[src/inc/vlsa_cfg.svh]
// Offsets, field positions, reset values and limits of the video control bank
`ifndef VLSA_CFG_SVH
`define VLSA_CFG_SVH

// ==========================================================
// Register offsets (byte addresses)
`define VLSA_OFS_WC_RAISE   8'h44
`define VLSA_OFS_OUT_FMT    8'h48
`define VLSA_OFS_E_VS_HIGH  8'h4C
`define VLSA_OFS_E_VS_LOW   8'h50
`define VLSA_OFS_FIXED      8'h54
`define VLSA_OFS_AUDIO_RST  8'h5B
`define VLSA_OFS_O_VS_HIGH  8'hCC
`define VLSA_OFS_O_VS_LOW   8'hD0

// ==========================================================
// Reset values
`define VLSA_RST_WC_RAISE   8'hCF
`define VLSA_RST_OUT_FMT    8'h00
`define VLSA_RST_VS_HIGH    8'h60
`define VLSA_RST_VS_LOW     8'h00
`define VLSA_RST_AUDIO      8'h00
`define VLSA_FIXED_VALUE    8'h01

// ==========================================================
// Field positions
`define VLSA_MAJ_MSB        7
`define VLSA_MAJ_LSB        6
`define VLSA_CNT_MSB        5
`define VLSA_RANGE_BIT      7
`define VLSA_CORE_MSB       6
`define VLSA_CORE_LSB       5
`define VLSA_ALIGN_BIT      7
`define VLSA_COMB_BIT       6
`define VLSA_INT_BIT        5
`define VLSA_RATIO_HI_MSB   4
`define VLSA_AUDIO_BIT      7

// ==========================================================
// Luma thresholds and output limits
`define VLSA_THR_3Q         8'hBF
`define VLSA_THR_HALF       8'h80
`define VLSA_THR_1Q         8'h40
`define VLSA_LUMA_MIN       8'h10
`define VLSA_LUMA_MAX       8'hFD
`define VLSA_CHROMA_MIN     8'h02
`define VLSA_CHROMA_MAX     8'hFD
`define VLSA_CORE_L1        8'h08
`define VLSA_CORE_L2        8'h10
`define VLSA_CORE_L3        8'h20
`define VLSA_GAIN_INIT      8'h00

`endif

[src/inc/vlsa_pkg.sv]
// Types shared by the video control bank
`default_nettype none
package vlsa_pkg;

   // Vertical scaling mode decoded from align and interlace bits
   typedef enum logic [1:0] {
      VLSA_NONINTERLACED,
      VLSA_INTERLACED,
      VLSA_FIELD_ALIGNED
   } vlsa_vmode_type;

   // One field's set of vertical scaling controls
   typedef struct packed {
      vlsa_vmode_type mode;
      logic           combOn;
      logic [12:0]    ratio;
   } vlsa_vertical_ratio_value_type;

   // One pixel on the video path
   typedef struct packed {
      logic [7:0] luma;
      logic [7:0] cb;
      logic [7:0] cr;
   } vlsa_pixel_type;

   // Register bus request
   typedef struct packed {
      logic       sel;
      logic       write;
      logic [7:0] addr;
      logic [7:0] wdata;
   } vlsa_bus_type;

   // Whole state of the bank
   typedef struct packed {
      logic [7:0]      wcRaise;
      logic [7:0]      outFmt;
      logic [7:0]      eVsHigh;
      logic [7:0]      eVsLow;
      logic [7:0]      oVsHigh;
      logic [7:0]      oVsLow;
      logic [7:0]      audioRst;
      logic [7:0]      rdata;
      logic            rvalid;
      logic            oddMeta;
      logic            oddSync;
      logic            fieldMeta;
      logic            fieldSync;
      logic            fieldLast;
      logic [8:0]      raiseAccum;
      logic [7:0]      gainValue;
      logic            audioClear;
      vlsa_vertical_ratio_value_type vertical_ratio_value;
      vlsa_pixel_type  pixOut;
   } vlsa_state_type;

endpackage
`default_nettype wire

[src/verilog/video_luma_scale_audio_ctrl.sv]
// Control registers and light pixel shaping for the video decoder core
`include "vlsa_cfg.svh"
`default_nettype none
module vlsa_video_ctrl
   import vlsa_pkg::*;
(
   // Clock, reset and enable
   input  wire logic            clock,
   input  wire logic            reset_n,
   input  wire logic            clockEnable,
   // Register port
   input  wire vlsa_bus_type    bus,
   output var  logic [7:0]      readData,
   output var  logic            readValid,
   // Video timing from the pins
   input  wire logic            oddField,
   input  wire logic            fieldStart,
   // Picture statistics from the luma path, same clock
   input  wire logic            majorityBelow3q,
   input  wire logic            majorityBelowHalf,
   input  wire logic            majorityBelow1q,
   input  wire logic            majorityBelowAuto,
   // Pixel stream
   input  wire vlsa_pixel_type  pixIn,
   output var  vlsa_pixel_type  pixOut,
   // Controls toward the rest of the core
   output var  logic [7:0]      gainValue,
   output var  vlsa_vertical_ratio_value_type vertical_ratio_value,
   output var  logic            audioClear
);

   vlsa_state_type state;
   vlsa_state_type next_state;

   // ==========================================================
   // Helper decodes
   function automatic logic [7:0] coreLimit(input logic [1:0] code);
      logic [7:0] lim;
      lim = 8'h00;
      unique case (code)
         2'b00: lim = 8'h00;
         2'b01: lim = `VLSA_CORE_L1;
         2'b10: lim = `VLSA_CORE_L2;
         2'b11: lim = `VLSA_CORE_L3;
      endcase
      return lim;
   endfunction

   function automatic logic [7:0] clampVal(input logic [7:0] v,
                                           input logic [7:0] lo,
                                           input logic [7:0] hi);
      logic [7:0] r;
      r = v;
      if (v < lo) begin
         r = lo;
      end else if (v > hi) begin
         r = hi;
      end
      return r;
   endfunction

   function automatic vlsa_vertical_ratio_value_type decodeScale(input logic [7:0] hiB,
                                                   input logic [7:0] loB);
      vlsa_vertical_ratio_value_type s;
      s.combOn = hiB[`VLSA_COMB_BIT];
      s.ratio  = {hiB[`VLSA_RATIO_HI_MSB:0], loB};
      if (hiB[`VLSA_INT_BIT]) begin
         s.mode = VLSA_INTERLACED;
      end else if (hiB[`VLSA_ALIGN_BIT]) begin
         s.mode = VLSA_FIELD_ALIGNED;
      end else begin
         s.mode = VLSA_NONINTERLACED;
      end
      return s;
   endfunction

   // ==========================================================
   // Next-state logic
   always_comb begin
      logic       majBelow;
      logic       fieldEdge;
      logic [7:0] lumaCored;
      logic [9:0] gainSum;
      majBelow   = 1'b0;
      fieldEdge  = 1'b0;
      lumaCored  = 8'h00;
      gainSum    = 10'h000;
      next_state = state;

      // Pin inputs pass two flops before use
      next_state.oddMeta   = oddField;
      next_state.oddSync   = state.oddMeta;
      next_state.fieldMeta = fieldStart;
      next_state.fieldSync = state.fieldMeta;
      next_state.fieldLast = state.fieldSync;
      fieldEdge = state.fieldSync & ~state.fieldLast;

      // Register writes; reads answer one cycle later
      next_state.rvalid = 1'b0;
      if (bus.sel && bus.write) begin
         unique case (bus.addr)
            `VLSA_OFS_WC_RAISE:  next_state.wcRaise = bus.wdata;
            `VLSA_OFS_OUT_FMT:   next_state.outFmt  = bus.wdata;
            `VLSA_OFS_E_VS_HIGH: next_state.eVsHigh = bus.wdata;
            `VLSA_OFS_E_VS_LOW:  next_state.eVsLow  = bus.wdata;
            `VLSA_OFS_O_VS_HIGH: next_state.oVsHigh = bus.wdata;
            `VLSA_OFS_O_VS_LOW:  next_state.oVsLow  = bus.wdata;
            // Low bits kept as written; host keeps them zero
            `VLSA_OFS_AUDIO_RST: next_state.audioRst = bus.wdata;
            // Fixed register ignores any write
            default: ;
         endcase
      end else if (bus.sel) begin
         next_state.rvalid = 1'b1;
         unique case (bus.addr)
            `VLSA_OFS_WC_RAISE:  next_state.rdata = state.wcRaise;
            `VLSA_OFS_OUT_FMT:   next_state.rdata = state.outFmt;
            `VLSA_OFS_E_VS_HIGH: next_state.rdata = state.eVsHigh;
            `VLSA_OFS_E_VS_LOW:  next_state.rdata = state.eVsLow;
            `VLSA_OFS_O_VS_HIGH: next_state.rdata = state.oVsHigh;
            `VLSA_OFS_O_VS_LOW:  next_state.rdata = state.oVsLow;
            `VLSA_OFS_AUDIO_RST: next_state.rdata = state.audioRst;
            `VLSA_OFS_FIXED:     next_state.rdata = `VLSA_FIXED_VALUE;
            default:             next_state.rdata = 8'h00;
         endcase
      end

      // Falling edge of the audio bit resets the audio circuitry
      next_state.audioClear = state.audioRst[`VLSA_AUDIO_BIT] &
                              ~next_state.audioRst[`VLSA_AUDIO_BIT];

      // Majority comparison against the selected level
      unique case (state.wcRaise[`VLSA_MAJ_MSB:`VLSA_MAJ_LSB])
         2'b00: majBelow = majorityBelow3q;
         2'b01: majBelow = majorityBelowHalf;
         2'b10: majBelow = majorityBelow1q;
         2'b11: majBelow = majorityBelowAuto;
      endcase

      // Once per field: add unsigned count, raise the gain, saturate
      if (fieldEdge) begin
         if (majBelow) begin
            // Accumulator saturates so a long dark run cannot wrap
            gainSum = {1'b0, state.raiseAccum} +
                      {4'b0000, state.wcRaise[`VLSA_CNT_MSB:0]};
            next_state.raiseAccum = gainSum[9] ? 9'h1FF : gainSum[8:0];
            gainSum = {2'b00, `VLSA_GAIN_INIT} +
                      {1'b0, next_state.raiseAccum};
            next_state.gainValue = gainSum[9:8] != 2'b00 ?
                                   8'hFF : gainSum[7:0];
         end
         // Field copy latched at field start so a field stays whole
         next_state.vertical_ratio_value = state.oddSync ?
            decodeScale(state.oVsHigh, state.oVsLow) :
            decodeScale(state.eVsHigh, state.eVsLow);
      end

      // Coring then range limiting
      lumaCored = pixIn.luma;
      if (pixIn.luma < coreLimit(state.outFmt[`VLSA_CORE_MSB:
                                              `VLSA_CORE_LSB])) begin
         lumaCored = 8'h00;
      end
      if (state.outFmt[`VLSA_RANGE_BIT]) begin
         next_state.pixOut.luma = lumaCored;
      end else begin
         next_state.pixOut.luma = clampVal(lumaCored, `VLSA_LUMA_MIN,
                                           `VLSA_LUMA_MAX);
      end
      next_state.pixOut.cb = clampVal(pixIn.cb, `VLSA_CHROMA_MIN,
                                      `VLSA_CHROMA_MAX);
      next_state.pixOut.cr = clampVal(pixIn.cr, `VLSA_CHROMA_MIN,
                                      `VLSA_CHROMA_MAX);
   end

   // ==========================================================
   // State register; reset loads the documented defaults
   always_ff @(posedge clock or negedge reset_n) begin
      if (!reset_n) begin
         state          <= '0;
         state.wcRaise  <= `VLSA_RST_WC_RAISE;
         state.outFmt   <= `VLSA_RST_OUT_FMT;
         state.eVsHigh  <= `VLSA_RST_VS_HIGH;
         state.oVsHigh  <= `VLSA_RST_VS_HIGH;
         state.eVsLow   <= `VLSA_RST_VS_LOW;
         state.oVsLow   <= `VLSA_RST_VS_LOW;
         state.audioRst <= `VLSA_RST_AUDIO;
         state.gainValue <= `VLSA_GAIN_INIT;
         state.vertical_ratio_value.mode   <= VLSA_INTERLACED;
         state.vertical_ratio_value.combOn <= 1'b1;
      end else if (clockEnable) begin
         state <= next_state;
      end
   end

   // Outputs straight from flops
   assign readData   = state.rdata;
   assign readValid  = state.rvalid;
   assign pixOut     = state.pixOut;
   assign gainValue  = state.gainValue;
   assign vertical_ratio_value     = state.vertical_ratio_value;
   assign audioClear = state.audioClear;

endmodule
`default_nettype wire

[config.mk]
export PLATFORM = sky130hd
export DESIGN_NAME = vlsa_video_ctrl
export DESIGN_NICKNAME = d
export VERILOG_FILES = /design/src/inc/vlsa_pkg.sv /design/src/verilog/video_luma_scale_audio_ctrl.sv
export VERILOG_INCLUDE_DIRS = /design/src /design/src/inc
export SDC_FILE = /design/constraint.sdc
export NUM_CORES = 1
export LEC_CHECK = 0
export ABC_AREA = 1
export BUFFER_PORTS_ARGS = -buffer_cell sky130_fd_sc_hd__buf_2
export CAP_MARGIN = 20
export CORE_ASPECT_RATIO = 1.75
export CORE_MARGIN = 4
export CORE_UTILIZATION = 40
export CTS_CLUSTER_DIAMETER = 80
export DETAILED_ROUTE_END_ITERATION = 10
export SLEW_MARGIN = 20
export SYNTH_ARGS = -nofsm -noshare
export SYNTH_HDL_FRONTEND = slang
export SYNTH_SLANG_ARGS = --single-unit
[constraint.sdc]
create_clock -name clock -period 2.5 [get_ports clock]
set_clock_uncertainty 0.1 [all_clocks]
set_input_delay 0.5 -clock clock [delete_from_list [all_inputs] [get_ports clock]]
set_output_delay 0.5 -clock clock [all_outputs]
set_load 0.01 [all_outputs]
Word level (Yosys, flattened, before mapping)
Index checks and enable logic that the tools add are counted.
{"block": "word_totals", "reg_bits": 128, "inputBits": 51, "word_cells": 86, "out_inout_bits": 58}
{"block": "op_classes", "addsub": 1, "order_cmp": 7, "eq_ne": 14, "n_reduce_logical": 13, "n_mux": 22, "bitwise_logic": 5}
{"operator": "8-bit 2-to-1 mux", "n": 11}
{"operator": "8-bit one-hot mux with 8 select lines", "n": 1}
{"operator": "8-bit by 7-bit == test with 1-bit output, second input constant", "n": 6}
{"operator": "8-bit one-hot mux with 4 select lines", "n": 1}
{"operator": "3-bit AND reduction", "n": 9}
{"operator": "8-bit greater-than comparator, second input constant", "n": 3}
{"operator": "8-bit == test, second input constant", "n": 2}
{"operator": "8-bit by 2-bit < comparator with 1-bit output, second input constant", "n": 2}
{"operator": "16-bit 2-to-1 mux", "n": 1}
{"operator": "9-bit by 6-bit adder with 10-bit output", "n": 1}
{"operator": "9-bit 2-to-1 mux", "n": 1}
{"operator": "2-bit == test, second input constant", "n": 4}
{"operator": "8-bit by 5-bit < comparator with 1-bit output, second input constant", "n": 1}
{"operator": "8-bit < comparator", "n": 1}
{"operator": "2-bit 2-to-1 mux", "n": 4}
{"operator": "2-bit by 1-bit == test with 1-bit output, second input constant", "n": 2}
{"operator": "2-bit logical NOT", "n": 2}
{"operator": "1-bit one-hot mux with 4 select lines", "n": 1}
{"operator": "1-bit NOT", "n": 3}
{"operator": "1-bit AND", "n": 2}
{"operator": "1-bit 2-to-1 mux", "n": 2}
{"operator": "2-bit AND reduction", "n": 1}
{"operator": "1-bit logical AND", "n": 1}

Logic depth before layout (Yosys ltp)
{"block": "logic_depth", "word_depth": 8, "depth_mapped": 12, "mapped_depth_nobuf": 12}

Worst setup path before layout
OpenSTA, ideal clock, no wires.
{"block": "synth_timing", "path_type": "register -> register", "startpoint": "register state[120] (netlist bit)", "endpoint": "register, netlist name gainValue[0]", "path_slack_ps": 511, "setup_ps": 134, "t_required_ps": 2266, "period_less_slack_ps": 1989, "path_stages_with_launch": 12, "path_buffers": 0, "t_arrival_ps": 1754, "cell_sequence": "dfstp_2 -> ha_1 -> inv_1 -> fa_1 -> inv_1 -> nand3_1 -> nand2_1 -> nand2_1 -> nand2_1 -> nand3_1 -> nand2_2 -> nand3_1"}
{"block": "synth_via", "elab_chain_len": 3}
{"element": "start: declaration", "line": "video_luma_scale_audio_ctrl.sv:32", "text": "vlsa_state_type state;"}
{"element": "start signal: assignment", "line": "video_luma_scale_audio_ctrl.sv:192", "text": "state <= next_state;"}
{"element": "9-bit by 6-bit adder with 10-bit output", "line": "video_luma_scale_audio_ctrl.sv:144", "text": "gainSum = {1'b0, state.raiseAccum} +"}
{"element": "9-bit 2-to-1 mux", "line": "video_luma_scale_audio_ctrl.sv:146", "text": "next_state.raiseAccum = gainSum[9] ? 9'h1FF : gainSum[8:0];"}
{"element": "8-bit 2-to-1 mux", "line": "video_luma_scale_audio_ctrl.sv:149", "text": "next_state.gainValue = gainSum[9:8] != 2'b00 ?"}
Every way passes these cells.
A chain may end at the register's enable or synchronous reset.

Final worst setup path
{"block": "layout_timing", "startpoint": "register state[120] (netlist bit)", "endpoint": "register, netlist name gainValue[2]"}
{"block": "layout_via", "elab_chain_len": 3}
{"element": "9-bit by 6-bit adder with 10-bit output", "line": "video_luma_scale_audio_ctrl.sv:144"}
{"element": "9-bit 2-to-1 mux", "line": "video_luma_scale_audio_ctrl.sv:146"}
{"element": "8-bit 2-to-1 mux", "line": "video_luma_scale_audio_ctrl.sv:149"}
Every way passes these cells.

==> impl_metrics.py <==
metrics = {
    "status": {
        "outcome": "completed",
    },
    "grt": {
        "grt_pass1_wl_mm": 28.3,
        "antenna_found_initial": 0,
        "grt.overflow.total": 0,
        "first_global_vias": 5500,
        "track_usage": 0.185,
        "grt_max_degree": 124,
    },
    "critical_path": {
        "max_stage_delay_ns": 0.55,
        "crit_slowest_cell": "dfstp_2",
        "r2r_start": "state[120]",
        "r2r_end": "gainValue[2]",
        "r2r_cells": 11,
        "cp_max_fo": 9,
        "crit_family": "simple AND/OR/NAND/NOR gates",
        "required_ns": 2.68,
        "regToRegSetupSlack_ns": 0.31,
        "path_depth": 11,
        "worst_ep_arrival_time_ns": 2.36,
        "critical_path_class": "reg -> reg",
        "worst_setup_path_end_kind": "flip-flop",
        "path_cells": "ha_1 > inv_1 > fa_1 > inv_1 > nand3_1 > nand2_1 > nand2_1 > nand2_1 > nand3_1 > nand2_2 > nand3_1",
        "cp_num_buf_inv": 2,
        "start_kind": "flip-flop",
    },
    "timing": {
        "hold_ws_ns": 0.215,
        "setup_viol": 0,
        "fmax_mhz": 458,
        "finalMaxSlewViolations": 0,
        "slew_headroom": 0.529,
        "tns_ns": 0,
        "tightestPinTransition_ns": 0.706,
        "grt_setup_unrepaired": "no",
        "final_hold_viol_count": 0,
        "fin_crit_sh": 0.874,
        "finalCriticalPeriod_ns": 2.19,
    },
    "cells_and_area": {
        "area_growth_pct": 13.4,
        "final_cells": 1140,
        "final_util": 0.460,
        "mostFrequentLayoutCell": "nand2_1",
        "fillCellCount": 1773,
        "num-nets-final": 960,
        "diodes": 0,
        "drive_gt1_frac": 0.239,
        "final_cell_mix": "nand2_1 (288), dfrtp_1 (116), buf_2 (107)",
    },
    "synthesis": {
        "yosysWarnings": 0,
        "synth-async-reset-ratio": 1.00,
        "synth_ff_type": "dfrtp_1",
        "synth_cell_types": 37,
        "synth.cell_area_sq_mm": 0.00684,
        "synth-edff-count": 0,
        "syn_avg_cell_area_sq_um": 8.07,
        "synthCells": 847,
        "synth_seq_cells": 128,
        "ys_seq_area_frac": 0.471,
        "syn_nets": 907,
    },
    "power": {
        "total_leakage_power_nw": 3.98,
        "p_clk_frac": 0.428,
        "max-vdd-ir-drop_v": 0.000417,
        "p_comb_frac": 0.146,
        "switchingPower_w": 0.00164,
        "seqPwrFrac": 0.426,
        "power_w": 0.00574,
        "p_sw_frac": 0.285,
        "internal_power_w": 0.00411,
        "power_density_mw_per_mm2": 741,
    },
    "worst_hold_path": {
        "hold_end": "next_state[61]",
        "hp-start": "oddField",
        "min_path_cells": 3,
        "min_path_type": "in -> reg",
    },
    "clock_tree": {
        "h-tree-depth": 4,
        "insertion_delay_ns": 0.41,
        "clk_pin_slew_worst_paths_ns": 0.06,
        "cts_tree": "yes",
        "cts_buffer_depth": 2,
        "cts-root-buf": "clkbuf_16",
        "numCtsBuffers": 17,
        "clock-sinks": 128,
    },
    "flow_run": {
        "maxCapViolations": 0,
    },
    "die": {
        "ios": 109,
        "die_w_microns": 107,
        "die_y_microns": 181,
        "start_util": 0.405,
        "dieArea_sq_mm": 0.0193,
        "num_rows": 63,
        "core_sq_mm": 0.0169,
    },
    "route": {
        "antenna_left": 0,
        "wl_per_cell_microns": 15.1,
        "viasPerCell": 4.81,
        "drt_iter0_drc": 420,
        "drtPass1Iterations": 7,
        "vias": 5479,
        "totalWireLength_mm": 17.2,
        "drc": 0,
    },
    "placement": {
        "dp_cells": 1107,
        "portBuffers": 108,
        "place.gp.congestion": 0.862,
        "hpwl_mm": 12.6,
    },
}
## routing by layer
layer,vias up,track usage,part of all wire
li1,2773,-,-
met3,33,0.0315,0.040
met2,156,0.327,0.52
met5,-,0,0
met4,0,0.0712,0.030
met1,2517,0.221,0.41
## how the worst max path moves through the flow
stage | start | end | slack (ns)
floorplan | state[120] | gainValue[0] | 0.51
global placement | state[120] | gainValue[3] | 0.38
CTS | state[120] | gainValue[2] | 0.31
finish | state[120] | gainValue[2] | 0.31
detailed placement | state[120] | gainValue[2] | 0.32
global route | state[120] | gainValue[2] | 0.10
## sequential cells by signal (all words and copies together), names as in the netlist
register,flops
vertical_ratio_value,16
readData,8
state,67
gainValue,8
audioClear,1
readValid,1
pixOut,24
next_state,3
## worst reg2reg max path: cells and delay by family, from the launching register on
| family | cells | cell delay [ns] |
|---|---|---|
| DFF | 1 | 0.55 |
| buffers and inverters | 2 | 0.15 |
| and+or+nand+nor | 7 | 0.66 |
| adders and majority gates | 2 | 0.60 |
## synthesized netlist by cell type, types with 5 or more instances
master | n | area [sq um]
inv_1 | 54 | 203
inv_2 | 11 | 41.3
buf_2 | 9 | 45.0
ha_1 | 8 | 100
a31oi_1 | 15 | 93.8
dfstp_2 | 12 | 315
nand2_1 | 288 | 1080
nand3_2 | 5 | 50.1
o21ai_1 | 50 | 250
o21ai_2 | 15 | 131
buf_4 | 62 | 465
clkbuf_1 | 7 | 26.3
o21ai_0 | 14 | 70.1
dfrtp_1 | 116 | 2900
nor2_1 | 46 | 173
a21oi_1 | 9 | 45.0
nor2_4 | 6 | 67.6
nand3_1 | 73 | 365
nand2_2 | 11 | 68.8
## final cells by class
cell class              count  area (sq um)  area share
repair buffers            116           618      0.0797
flip-flops and latches    128          3220       0.415
clock buffers              17           425      0.0549
clock inverters            15           160      0.0207
well taps                 227           284      0.0366
inverters                  66           248      0.0320
multi-input cells         571          2800       0.361
## timing repair
| action | 4_1_cts | 5_1_grt |
|---|---|---|
| resized for setup | 0 | 0 |
| setup buffers | 0 | 0 |
| hold buffers | 1 | 0 |
| endpoints found under the hold margin | 5 | 0 |
## metrics by stage
step | instance area [sq um] | setup WS [ns]
floorplan | 6840 | 0.511
global placement | 7160 | 0.381
detailed placement | 7160 | 0.322
CTS | 7750 | 0.305
global route | 7750 | 0.103
finish | 7750 | 0.315
## cell families after synthesis
logic type | count (synthesis) | share of synthesized area
flip-flops | 128 | 0.471
AO/OA/AOI/OAI | 104 | 0.0875
buffers and inverters | 148 | 0.120
XOR/XNOR | 3 | 0.00384
adder cells (fa/ha/maj) | 9 | 0.0176
AND/OR/NAND/NOR | 455 | 0.300
## power groups by stage
stage	sequential (W)	clock, W	combinational (W)
CTS	0.00245	0.00251	0.000855
finish	0.00245	0.00246	0.000840
global route	0.00247	0.00261	0.000949
floorplan	0.00244	0	0.000717
global placement	0.00248	0	0.000850
detailed placement	0.00248	0	0.000851
(Power assumes the default switching activity.)
